**src/luma_nr_defines.vh**
```
`ifndef LUMA_NR_DEFINES_VH
`define LUMA_NR_DEFINES_VH

// register indices as printed; byte address is four times the index
`define IDX_CORING_GAINS       10'h0a3
`define IDX_THRESHOLD_GEOMETRY 10'h0a4
`define IDX_FILTER_MODE_SHIFT  10'h0a5
`define IDX_NR_STATUS          10'h0a6
`define ADDR_CORING_GAINS       {`IDX_CORING_GAINS, 2'b00}
`define ADDR_THRESHOLD_GEOMETRY {`IDX_THRESHOLD_GEOMETRY, 2'b00}
`define ADDR_FILTER_MODE_SHIFT  {`IDX_FILTER_MODE_SHIFT, 2'b00}
`define ADDR_NR_STATUS          {`IDX_NR_STATUS, 2'b00}

// reset values
`define RST_CORING_GAINS       8'h00
`define RST_THRESHOLD_GEOMETRY 8'h00
`define RST_FILTER_MODE_SHIFT  8'h00

// field positions
`define F_GAIN_BORDER    3:0
`define F_GAIN_INTERIOR  7:4
`define F_THRESHOLD      5:0
`define B_BORDER_WIDE    6
`define B_BLOCK_16       7
`define F_BAND_SELECT    2:0
`define B_DETAIL_BOOST   4
`define F_GRID_SHIFT     7:4

// gain limits and legal luma range
`define GAIN_UNITY       4'h8
`define NOISE_GAIN_SHIFT 3
`define BOOST_GAIN_SHIFT 4
`define LUMA_MIN         8'h00
`define LUMA_MAX         8'hff

// axi responses
`define RESP_OKAY        2'b00
`define RESP_SLVERR      2'b10

`endif

```
**src/luma_noise_reduction.v**
```verilog
`timescale 1ns/10ps
`default_nettype none
`include "luma_nr_defines.vh"

module luma_noise_reduction (
    input  wire        i_core_clk,     // 40 MHz core clock
    input  wire        i_rst_b,        // sync reset, active low
    input  wire [11:0] i_axi_awaddr,   // write address
    input  wire        i_axi_awvalid,  // write address valid
    output reg         o_axi_awready,  // write address taken
    input  wire [31:0] i_axi_wdata,    // write data
    input  wire [3:0]  i_axi_wstrb,    // write byte enables
    input  wire        i_axi_wvalid,   // write data valid
    output reg         o_axi_wready,   // write data taken
    output reg  [1:0]  o_axi_bresp,    // write response
    output reg         o_axi_bvalid,   // write response valid
    input  wire        i_axi_bready,   // response accepted
    input  wire [11:0] i_axi_araddr,   // read address
    input  wire        i_axi_arvalid,  // read address valid
    output reg         o_axi_arready,  // read address taken
    output reg  [31:0] o_axi_rdata,    // read data
    output reg  [1:0]  o_axi_rresp,    // read response
    output reg         o_axi_rvalid,   // read data valid
    input  wire        i_axi_rready,   // read data accepted
    input  wire        i_pix_valid,    // video sample offered
    input  wire [7:0]  i_pix_data,     // video sample
    input  wire        i_pix_is_luma,  // sample is luma
    input  wire        i_pix_line,     // first luma of active line
    input  wire        i_pix_frame,    // first luma of frame
    output wire        o_pix_ready,    // sample taken
    output wire        o_out_valid,    // processed sample valid
    output wire [7:0]  o_out_data,     // processed sample
    output wire        o_out_is_luma,  // processed sample is luma
    input  wire        i_out_ready     // receiver takes sample
);

    ////////////////////////////////////////////////////////////////////////////
    // register file over axi4-lite

    reg  [7:0]  coring_gains_reg;
    reg  [7:0]  threshold_and_block_geometry_reg;
    reg  [7:0]  filter_mode_and_offset_reg;
    reg  [11:0] aw_addr_reg;
    reg         aw_held_reg;
    reg  [31:0] w_data_reg;
    reg  [3:0]  w_strb_reg;
    reg         w_held_reg;
    reg  [7:0]  status_reg;
    reg  [31:0] rd_word;
    reg         rd_hit;
    wire        aw_take;
    wire        w_take;
    wire        wr_go;

    assign aw_take = i_axi_awvalid & o_axi_awready;
    assign w_take  = i_axi_wvalid & o_axi_wready;
    assign wr_go   = aw_held_reg & w_held_reg & ~o_axi_bvalid;

    // address and data taken in either order, response after both
    always @(posedge i_core_clk)
    begin
        if (!i_rst_b)
        begin
            o_axi_awready <= 1'b0;
            o_axi_wready  <= 1'b0;
            aw_held_reg   <= 1'b0;
            w_held_reg    <= 1'b0;
            aw_addr_reg   <= 12'h000;
            w_data_reg    <= 32'h0000_0000;
            w_strb_reg    <= 4'h0;
            o_axi_bvalid  <= 1'b0;
            o_axi_bresp   <= `RESP_OKAY;
            coring_gains_reg                 <= `RST_CORING_GAINS;
            threshold_and_block_geometry_reg <= `RST_THRESHOLD_GEOMETRY;
            filter_mode_and_offset_reg       <= `RST_FILTER_MODE_SHIFT;
        end
        else
        begin
            o_axi_awready <= ~aw_held_reg & ~aw_take & ~o_axi_bvalid;
            o_axi_wready  <= ~w_held_reg & ~w_take & ~o_axi_bvalid;
            if (aw_take)
            begin
                aw_held_reg <= 1'b1;
                aw_addr_reg <= i_axi_awaddr;
            end
            if (w_take)
            begin
                w_held_reg <= 1'b1;
                w_data_reg <= i_axi_wdata;
                w_strb_reg <= i_axi_wstrb;
            end
            if (wr_go)
            begin
                aw_held_reg  <= 1'b0;
                w_held_reg   <= 1'b0;
                o_axi_bvalid <= 1'b1;
                o_axi_bresp  <= `RESP_OKAY;
                // only byte lane 0 carries register bits
                case ({aw_addr_reg[11:2], 2'b00})
                    `ADDR_CORING_GAINS:
                        if (w_strb_reg[0])
                            coring_gains_reg <= w_data_reg[7:0];
                    `ADDR_THRESHOLD_GEOMETRY:
                        if (w_strb_reg[0])
                            threshold_and_block_geometry_reg <= w_data_reg[7:0];
                    `ADDR_FILTER_MODE_SHIFT:
                        if (w_strb_reg[0])
                            filter_mode_and_offset_reg <= w_data_reg[7:0];
                    default:
                        o_axi_bresp <= `RESP_SLVERR;
                endcase
            end
            else if (o_axi_bvalid && i_axi_bready)
                o_axi_bvalid <= 1'b0;
        end
    end

    // read decode; bits above the byte read as zero
    always @*
    begin
        rd_hit  = 1'b1;
        rd_word = 32'h0000_0000;
        case ({i_axi_araddr[11:2], 2'b00})
            `ADDR_CORING_GAINS:       rd_word[7:0] = coring_gains_reg;
            `ADDR_THRESHOLD_GEOMETRY: rd_word[7:0] = threshold_and_block_geometry_reg;
            `ADDR_FILTER_MODE_SHIFT:  rd_word[7:0] = filter_mode_and_offset_reg;
            `ADDR_NR_STATUS:          rd_word[7:0] = status_reg;
            default:                  rd_hit = 1'b0;
        endcase
    end

    // read channel: one read at a time
    always @(posedge i_core_clk)
    begin
        if (!i_rst_b)
        begin
            o_axi_arready <= 1'b0;
            o_axi_rvalid  <= 1'b0;
            o_axi_rdata   <= 32'h0000_0000;
            o_axi_rresp   <= `RESP_OKAY;
        end
        else if (i_axi_arvalid && o_axi_arready)
        begin
            o_axi_arready <= 1'b0;
            o_axi_rvalid  <= 1'b1;
            o_axi_rdata   <= rd_word;
            o_axi_rresp   <= rd_hit ? `RESP_OKAY : `RESP_SLVERR;
        end
        else if (o_axi_rvalid)
        begin
            if (i_axi_rready)
                o_axi_rvalid <= 1'b0;
        end
        else
            o_axi_arready <= 1'b1;
    end

    ////////////////////////////////////////////////////////////////////////////
    // block grid position

    wire       pix_take;
    wire       luma_take;
    wire       blk16;
    wire       wide;
    wire [3:0] shift;
    wire [3:0] blk_mask;
    wire [3:0] edge_w;
    reg  [3:0] col_reg;
    reg  [3:0] row_reg;
    wire [3:0] cur_col;
    wire [3:0] cur_row;
    wire [3:0] col_pos;
    wire [3:0] row_pos;
    wire       col_border;
    wire       row_border;
    wire       border;

    assign pix_take  = i_pix_valid & o_pix_ready;
    assign luma_take = pix_take & i_pix_is_luma;
    assign blk16     = threshold_and_block_geometry_reg[`B_BLOCK_16];
    assign wide      = threshold_and_block_geometry_reg[`B_BORDER_WIDE];
    assign shift     = filter_mode_and_offset_reg[`F_GRID_SHIFT];
    assign blk_mask  = blk16 ? 4'hf : 4'h7;
    assign edge_w    = wide ? 4'h2 : 4'h1;

    // counts kept mod 16; 8-wide blocks just mask one bit off
    assign cur_col = i_pix_line ? 4'h0 : col_reg;
    assign cur_row = i_pix_frame ? 4'h0 : (i_pix_line ? row_reg + 4'h1 : row_reg);
    assign col_pos = (cur_col + shift) & blk_mask;
    assign row_pos = cur_row & blk_mask;

    // borders stay at fixed grid places; the shift slides the data
    assign col_border = (col_pos < edge_w) || (col_pos > (blk_mask - edge_w));
    assign row_border = (row_pos < edge_w) || (row_pos > (blk_mask - edge_w));
    assign border     = col_border | row_border;

    // pixel and line counters advance on luma only
    always @(posedge i_core_clk)
    begin
        if (!i_rst_b)
        begin
            col_reg <= 4'h0;
            row_reg <= 4'h0;
        end
        else if (luma_take)
        begin
            col_reg <= cur_col + 4'h1;
            row_reg <= cur_row;
        end
    end

    ////////////////////////////////////////////////////////////////////////////
    // band filter, coring and clamp

    reg  [7:0]         x1_reg;
    reg  [7:0]         x2_reg;
    reg  [7:0]         x3_reg;
    wire signed [10:0] x0;
    wire signed [10:0] x1;
    wire signed [10:0] x2;
    wire signed [10:0] x3;
    reg  signed [10:0] band;
    wire [10:0]        mag;
    wire               below;
    wire               boost;
    wire [3:0]         gain_raw;
    wire [3:0]         gain;
    wire signed [15:0] prod;
    wire signed [15:0] amount;
    reg  signed [15:0] sum;
    reg  [7:0]         luma_out;
    wire [7:0]         out_byte;

    assign x0 = {3'b000, i_pix_data};
    assign x1 = i_pix_line ? x0 : {3'b000, x1_reg};
    assign x2 = i_pix_line ? x0 : {3'b000, x2_reg};                 // flat at line start
    assign x3 = i_pix_line ? x0 : {3'b000, x3_reg};

    // eight high-pass shapes over the last four luma samples
    always @*
    begin
        case (filter_mode_and_offset_reg[`F_BAND_SELECT])
            3'h0:    band = x0 - x1;
            3'h1:    band = (x0 - x2) >>> 1;
            3'h2:    band = ((x0 <<< 1) - x1 - x2) >>> 1;
            3'h3:    band = (x0 - (x1 <<< 1) + x2) >>> 2;
            3'h4:    band = (x0 - x3) >>> 1;
            3'h5:    band = ((x0 <<< 1) + x0 - x1 - x2 - x3) >>> 2;
            3'h6:    band = (x0 - x1 - x2 + x3) >>> 1;
            default: band = (x0 - x1) >>> 1;
        endcase
    end

    assign mag   = band[10] ? 11'd0 - band : band;
    assign below = mag < {5'b00000, threshold_and_block_geometry_reg[`F_THRESHOLD]};
    assign boost = filter_mode_and_offset_reg[`B_DETAIL_BOOST];

    // codes past unity add nothing, so the span tops at 1 or 0.5
    assign gain_raw = border ? coring_gains_reg[`F_GAIN_BORDER]
                             : coring_gains_reg[`F_GAIN_INTERIOR];
    assign gain     = (gain_raw > `GAIN_UNITY) ? `GAIN_UNITY : gain_raw;
    assign prod     = band * $signed({1'b0, gain});
    assign amount   = boost ? (prod >>> `BOOST_GAIN_SHIFT)
                            : (prod >>> `NOISE_GAIN_SHIFT);

    // correction then saturate to the legal range
    always @*
    begin
        sum = {8'h00, i_pix_data};
        if (!boost && below)
            sum = {8'h00, i_pix_data} - amount;
        else if (boost && !below && (mag != {5'b00000,
                 threshold_and_block_geometry_reg[`F_THRESHOLD]}))
            sum = {8'h00, i_pix_data} + amount;
        if (sum < $signed({8'h00, `LUMA_MIN}))
            luma_out = `LUMA_MIN;
        else if (sum > $signed({8'h00, `LUMA_MAX}))
            luma_out = `LUMA_MAX;
        else
            luma_out = sum[7:0];
    end

    assign out_byte = i_pix_is_luma ? luma_out : i_pix_data;

    // luma history restarts each line so no edge leaks across
    always @(posedge i_core_clk)
    begin
        if (!i_rst_b)
        begin
            x1_reg     <= 8'h00;
            x2_reg     <= 8'h00;
            x3_reg     <= 8'h00;
            status_reg <= 8'h00;
        end
        else if (luma_take)
        begin
            x1_reg     <= i_pix_data;
            x2_reg     <= i_pix_line ? i_pix_data : x1_reg;
            x3_reg     <= i_pix_line ? i_pix_data : x2_reg;
            status_reg <= {1'b0, below, border, row_border, col_pos};
        end
    end

    ////////////////////////////////////////////////////////////////////////////
    // output buffer; its ready throttles the input

    pix_skid_buffer #(
        .W (9)
    ) u_out_buf (
        .i_core_clk  (i_core_clk),
        .i_rst_b     (i_rst_b),
        .i_in_valid  (i_pix_valid),
        .i_in_data   ({i_pix_is_luma, out_byte}),
        .o_in_ready  (o_pix_ready),
        .o_out_valid (o_out_valid),
        .o_out_data  ({o_out_is_luma, o_out_data}),
        .i_out_ready (i_out_ready)
    );

endmodule
`default_nettype wire

```
**src/pix_skid_buffer.v**
```verilog
`timescale 1ns/10ps
`default_nettype none

// two-entry buffer; both ready and valid leave from flip-flops
module pix_skid_buffer #(
    parameter W = 9
) (
    input  wire         i_core_clk,  // core clock
    input  wire         i_rst_b,     // sync reset, active low
    input  wire         i_in_valid,  // word offered
    input  wire [W-1:0] i_in_data,   // word payload
    output reg          o_in_ready,  // room for a word
    output reg          o_out_valid, // head word valid
    output reg  [W-1:0] o_out_data,  // head word
    input  wire         i_out_ready  // receiver takes head
);

    reg  [W-1:0] tail_reg;
    reg          tail_v_reg;
    reg          tail_v_next;
    reg          head_v_next;
    wire         push;
    wire         pop;

    assign push = i_in_valid & o_in_ready;
    assign pop  = o_out_valid & i_out_ready;

    // occupancy next state
    always @*
    begin
        head_v_next = o_out_valid;
        tail_v_next = tail_v_reg;
        if (pop)
        begin
            head_v_next = tail_v_reg | push;
            tail_v_next = tail_v_reg & push;
        end
        else if (push)
        begin
            head_v_next = 1'b1;
            tail_v_next = o_out_valid;
        end
    end

    // data movement; ready drops only when both entries hold words
    always @(posedge i_core_clk)
    begin
        if (!i_rst_b)
        begin
            o_out_valid <= 1'b0;
            tail_v_reg  <= 1'b0;
            o_in_ready  <= 1'b0;
            o_out_data  <= {W{1'b0}};
            tail_reg    <= {W{1'b0}};
        end
        else
        begin
            o_out_valid <= head_v_next;
            tail_v_reg  <= tail_v_next;
            o_in_ready  <= ~tail_v_next;
            if (pop && tail_v_reg)
                o_out_data <= tail_reg;
            else if (push && (!o_out_valid || pop))
                o_out_data <= i_in_data;
            if (push && o_out_valid && !(pop && !tail_v_reg))
                tail_reg <= i_in_data;
        end
    end

endmodule
`default_nettype wire

```
**config.mk**
```make
export PLATFORM = sky130hd
export DESIGN_NAME = luma_noise_reduction
export DESIGN_NICKNAME = d
export VERILOG_FILES = /design/src/luma_noise_reduction.v /design/src/pix_skid_buffer.v
export VERILOG_INCLUDE_DIRS = /design/src
export SDC_FILE = /design/constraint.sdc
export NUM_CORES = 1
export LEC_CHECK = 0
export BUFFER_PORTS_ARGS = -buffer_cell sky130_fd_sc_hd__buf_2
export CORE_ASPECT_RATIO = 0.5
export CORE_MARGIN = 4
export CORE_UTILIZATION = 40
export DETAILED_ROUTE_END_ITERATION = 8
export GPL_ROUTABILITY_DRIVEN = 0
export HOLD_SLACK_MARGIN = 0.02
export PLACE_DENSITY_LB_ADDON = 0.3
export SYNTH_ARGS = -nofsm -noshare
export SYNTH_HDL_FRONTEND = slang
export SYNTH_HIERARCHICAL = 1
export SYNTH_SLANG_ARGS = --single-unit
```
**constraint.sdc**
```tcl
create_clock -name i_core_clk -period 18.2 [get_ports i_core_clk]
set_input_delay 1.82 -clock i_core_clk [delete_from_list [all_inputs] [get_ports i_core_clk]]
set_output_delay 1.82 -clock i_core_clk [all_outputs]
set_load 0.02 [all_outputs]
```
# Word-level counts from Yosys, hierarchy flattened
# Index checks and enable logic that the tools add are counted.
dict set report totals {
  wordCells 157
  ff_bits 124
}
dict set report classes {
  n_bitwise 23
  magnitude_cmp 8
  addsub 20
  n_eq_ne 14
  multipliers 1
  n_reduce_logical 29
  mux 35
}
# op count
set op_table {}
lappend op_table {{one-hot mux 11 bit (7 select lines)} 1}
lappend op_table {{== test 10 x 8 -> 1 bit, second input constant} 7}
lappend op_table {{2-to-1 mux 8 bit} 8}
lappend op_table {{subtractor 11 x 9 -> 11 bit} 3}
lappend op_table {{2-to-1 mux 16 bit} 2}
lappend op_table {{one-hot mux 8 bit (4 select lines)} 1}
lappend op_table {{subtractor 8 x 8 -> 9 bit} 3}
lappend op_table {{2-to-1 mux 4 bit} 6}
lappend op_table {{2-to-1 mux 9 bit} 2}
lappend op_table {{greater-than comparator 16 x 9 -> 1 bit, second input constant} 1}
lappend op_table {{less-than comparator 16 x 1 -> 1 bit, second input constant} 1}
lappend op_table {{multiplier 11 x 5 -> 16 bit} 1}
lappend op_table {{adder 9 x 13 -> 14 bit} 1}
lappend op_table {{subtractor 9 x 13 -> 14 bit} 1}
lappend op_table {{AND 1 bit} 12}
lappend op_table {{2-to-1 mux 12 bit} 1}
lappend op_table {{adder 10 x 9 -> 11 bit} 1}
lappend op_table {{adder 11 x 9 -> 11 bit} 1}
lappend op_table {{less-than comparator 11 x 6 -> 1 bit} 1}
lappend op_table {{2-to-1 mux 11 bit} 1}
lappend op_table {{inequality test 11 x 6 -> 1 bit} 1}
lappend op_table {{subtractor 1 x 11 -> 11 bit, first input constant} 1}
lappend op_table {{subtractor 10 x 8 -> 11 bit} 1}
lappend op_table {{subtractor 10 x 9 -> 11 bit} 1}
lappend op_table {{other kinds (26)} 71}

# Longest topological paths before layout
dict set report logic_depth {
  depth_word 21
  depth_mapped 51
}

# By module
# The synthesis kept the hierarchy.
# mod n_inst cells_per_inst seq_area_each_um2 area_each_um2
set by_module_without_submodules {}
lappend by_module_without_submodules {luma_noise_reduction 1 1561 1981.9 12475.7}
lappend by_module_without_submodules {pix_skid_buffer 1 117 420.4 1048.5}

# Worst setup path after synthesis
# OpenSTA, ideal clock, no wires.
dict set report synth_timing {
  path_type {input to register}
  start {in i_pix_line}
  end {reg u_out_buf.o_out_data[0]}
  stages 45
  arrival_ns 11.576
  setup_ns 0.120
  setup_slack_ns 6.504
  n_path_buf 3
  path_cell_list {buf_6 buf_6 clkbuf_1 mux2i_1 fa_1 fa_1 inv_1 fa_1 inv_1 ha_1 a21oi_1 o21ai_0 a21o_1 a21oi_1 xor2_1 o211ai_2 o32ai_4 nor2_1 (+9 left out) xnor2_1 mux2_2 ha_1 inv_1 a21o_1 a21oi_1 nor2_1 o21bai_1 nor3_1 mux2i_1 nor3_1 or3_1 o311ai_4 o21bai_2 o311ai_1 nand3_1 a21oi_1 o31a_1}
}
dict set report synth_between {
  elab_chain_len 20
  word_cells_on_any_way 53
}
# element line
set synth_rtl {}
lappend synth_rtl {{start, declared} luma_noise_reduction.v:28} ;# input wire i_pix_line,
lappend synth_rtl {{branches (longest 13 deep; another with multiplier 11 x 5 -> 16 bit)} n/a}
lappend synth_rtl {{2-to-1 mux 16 bit *} luma_noise_reduction.v:270} ;# if (!boost && below)
lappend synth_rtl {{greater-than comparator 16 x 9 -> 1 bit} luma_noise_reduction.v:277} ;# else if (sum > $signed({8'h00, `LUMA_MAX}))
lappend synth_rtl {{2-to-1 mux 8 bit} luma_noise_reduction.v:277}
lappend synth_rtl {{2-to-1 mux 8 bit *} luma_noise_reduction.v:275} ;# if (sum < $signed({8'h00, `LUMA_MIN}))
lappend synth_rtl {{2-to-1 mux 8 bit *} luma_noise_reduction.v:283} ;# assign out_byte = i_pix_is_luma ? luma_out : i_pix_data;
lappend synth_rtl {{via out_byte[0]} luma_noise_reduction.v:232} ;# wire [7:0] out_byte;
lappend synth_rtl {{2-to-1 mux 9 bit *} pix_skid_buffer.v:63} ;# else if (push && (!o_out_valid || pop))
lappend synth_rtl {{2-to-1 mux 9 bit *} pix_skid_buffer.v:61} ;# if (pop && tail_v_reg)
lappend synth_rtl {{end signal, assigned} pix_skid_buffer.v:53} ;# o_out_data <= {W{1'b0}};
lappend synth_rtl {{end signal, assigned} pix_skid_buffer.v:62} ;# o_out_data <= tail_reg;
lappend synth_rtl {{end signal, assigned} pix_skid_buffer.v:64} ;# o_out_data <= i_in_data;
lappend synth_rtl {{end, declared} pix_skid_buffer.v:14} ;# output reg [W-1:0] o_out_data,
# Mark *: on every way through the listed nets, which the timed path passes. The select of a mux whose other input is x is not followed.
# A chain may end at the register's enable or synchronous reset.

# Worst setup path after layout
# Same ends and word-level chain as after synthesis.

==> run_results.csv <==
group,metric,value,unit
status,status,"complete, no violations",
clock_tree,cts_buffers,17,
global_routing,grt_max_degree,81,
detailed_routing,via_per_inst,5.52,
timing,slew_viol_final,0,
power,leakage,6.65,nW
power,p_per_area,75.9,nW/µm²
logic_synthesis,synth_cells,1678,
clock_tree,cts_tree,"yes",
power,combPwrFrac,42.7,%
cells_and_area,multiInputGateArea,10300,µm²
setup_path,r2r-end,"u_out_buf/o_out_data[0]$_SDFFE_PN0P_",
floorplan,coreArea,33200,µm²
global_routing,antenna_found_initial,0,
cells_and_area,fill_cells,3360,
placed_design,portBuffers,74,
floorplan,die_h,138,µm
setup_path,path_depth,47,
setup_path,r2r-start,"x1_reg[3]$_SDFFE_PN0P_",
setup_path,setup.worst_path.end_class,"flip-flop",
clock_tree,clk_pin_slew_worst_paths,0.06,ns
clock_tree,ctsHoldBuffers,0,
timing,worst_slew_pin_slew,1.15,ns
cells_and_area,largest_reg_flops,10,
worst_hold_path,hold_end,"o_axi_rdata[6]$_SDFFE_PN0P_",
power,peakVddDrop,73.5,µV
cells_and_area,layout_commonest_cell,"nand2_1",
power,p_switching,446,µW
setup_path,critPathMaxFanout,43,
logic_synthesis,yosysUniqueCellTypes,105,
clock_tree,htreeDepth,4,
clock_tree,cts_setup_buffers,0,
cells_and_area,register_area,2400,µm²
clock_tree,clock_path_buffers,2,
detailed_routing,drtPass1Iterations,5,
placed_design,dpl.cell_count,2142,
detailed_routing,antenna_left,0,
detailed_routing,vias,12000,
placed_design,dpl.hpwl,28200,µm
global_routing,grt_pass1_vias,11200,
floorplan,start_util,40.7,%
worst_hold_path,hold_class,"flip-flop to flip-flop",
cells_and_area,synthToLayoutAreaGrowth,9.30,%
run,drv_cap,0,
cells_and_area,instances_no_fill,2174,
timing,finalClockSkew,0.00885,ns
cells_and_area,final_cell_mix,"nand2_1, ha_1, inv_1",
setup_path,path_buf_inv,7,
floorplan,die_area,37000,µm²
timing,maxSlewHeadroom,22.8,%
floorplan,rows,47,
cells_and_area,drive_gt1_share,10.2,%
setup_path,crit_slowest_cell,"mux2i_1",
setup_path,path_class,"input port to flip-flop",
detailed_routing,finalWirelength,36900,µm
worst_hold_path,hold_path_depth,2,
timing,finalHoldViolations,0,
setup_path,cp_top_family,"adder cells",
timing,post-route-min-period,12.69,ns
floorplan,dieWidth,268,µm
setup_path,reg2regPathDepth,45,
logic_synthesis,synth-main-ff-cell,"dfxtp_1",
setup_path,cp.arrival,13.02,ns
setup_path,startpoint,"i_pix_line",
power,internal_power,677,µW
power,finalPower,1.12,mW
floorplan,ios,132,
timing,finalCritPeriodShare,69.7,%
setup_path,worstSetupStartpointType,"input port",
cells_and_area,antennaDiodeCount,0,
logic_synthesis,ys_seq_elements,120,
clock_tree,root_buffer,"clkbuf_16",
clock_tree,cts_sinks,120,
logic_synthesis,synth_area,13500,µm²
power,switching_share,39.7,%
detailed_routing,detail_route.iter0.violations,1106,
timing,timing.fmax,0.0788,GHz
clock_tree,cts_resized,0,
logic_synthesis,synth-edff-count,0,
setup_path,max_stage_delay,0.82,ns
cells_and_area,final_nets,1997,
clock_tree,worstSkewPairLatency,0.45,ns
setup_path,cp_common_cell,"fa_1",
detailed_routing,drc,0,
global_routing,grt_pass1_wl,60200,µm
setup_path,required,18.53,ns
logic_synthesis,ys_warn_count,6,
timing,finalSetupViolations,0,
detailed_routing,wl_per_cell,17.0,µm
power,power_frac_seq,24.8,%
power,pwr-share-clk,32.5,%
global_routing,grt_overflow,0,
timing,tns,0,ns
worst_hold_path,hp-start,"o_axi_rdata[6]$_SDFFE_PN0P_",
timing,rsz0062_at_grt,"no",
global_routing,grt_usage,19.9,%
logic_synthesis,syn_area_per_cell,8.06,µm²
logic_synthesis,async_flop_share,0,%
logic_synthesis,synth_seq_area_share,17.8,%
setup_path,r2r_slack,7.35,ns
## worst min-delay path, cell delays in order (launching register included)
cell and delay (ns):
dfxtp_1 0.32, nand2_1 0.04, o21ai_0 0.05
## metal layers
metal / track usage, % / wire [µm] / up-vias
li1: - / - / 6010
met1: 29.4 / 17900 / 5606
met2: 29.7 / 15800 / 324
met3: 3.89 / 2420 / 60
met4: 4.97 / 786 / 0
met5: 0 / 0 / -
## synth_stat cells, drive strengths merged (9+ instances only)
cell type  count  area, µm²
a21boi        59        443
a21oi        101        509
o21bai        14        109
nor2b         35        219
or2           17        106
o21ai         59        299
a22o          12        105
dfxtp        120       2400
o22ai          9       62.6
and2          21        134
nor3          23        120
a21o          26        195
mux2i         40        400
ha           137       1710
xor2          29        254
o211a         17        170
nor2         121        457
a221oi         9       78.8
o21a          28        210
xnor2         37        324
nand2        205        780
o221a          9        110
buf           45        313
nor3b         11       87.6
o31ai         17        128
fa            60       1200
nand2b        30        188
nand4         19        119
clkbuf        42        159
o211ai        13        113
inv          130        488
nand3         25        125
a31oi         13       81.3
## power groups by stage
stage | registers, mW | logic (mW) | clock network, mW
after floorplan | 0.286 | 0.365 | 0
after global placement | 0.284 | 0.467 | 0
after detailed placement | 0.284 | 0.471 | 0
after CTS | 0.278 | 0.475 | 0.372
after global routing | 0.279 | 0.537 | 0.382
final | 0.278 | 0.480 | 0.365
## kinds of logic after synthesis
group	share of synthesized area [%]
buf+inv	7.12
compound gates	25.3
xor+xnor	4.27
simple gates	20.4
fa+ha+maj	21.6
other cells	0.0277
mux	3.63
flops	17.8
## cell type report
cell class | instances | share of cell area (%)
clock inverter | 15 | 1.38
clock buffer | 17 | 2.88
sequential | 120 | 16.3
multi-input combinational | 1365 | 69.4
inverter | 131 | 3.33
tap | 441 | 3.73
timing repair buffer | 85 | 3.06
## through the flow
| step | hold slack [ns] | utilization, % | cell area [µm²] | setup WS (ns) |
|---|---|---|---|---|
| after floorplan | 0.422 | - | 13600 | 6.50 |
| after global placement | 0.433 | 42.6 | 14200 | 5.15 |
| after detailed placement | 0.437 | 42.6 | 14200 | 5.18 |
| after CTS | 0.452 | 44.5 | 14800 | 5.60 |
| after global routing | 0.473 | 44.5 | 14800 | 4.71 |
| final | 0.449 | 44.5 | 14800 | 5.51 |
## how the worst max path moves through the flow
stage | end | slack (ns)
after floorplan | u_out_buf/o_out_data[0]$_SDFFE_PN0P_ | 6.50
after global placement | u_out_buf/o_out_data[0]$_SDFFE_PN0P_ | 5.15
after detailed placement | u_out_buf/o_out_data[0]$_SDFFE_PN0P_ | 5.18
after CTS | u_out_buf/o_out_data[0]$_SDFFE_PN0P_ | 5.60
after global routing | u_out_buf/o_out_data[3]$_SDFFE_PN0P_ | 4.71
final | u_out_buf/o_out_data[0]$_SDFFE_PN0P_ | 5.51
Note: power is estimated with default switching activity, not from simulation.
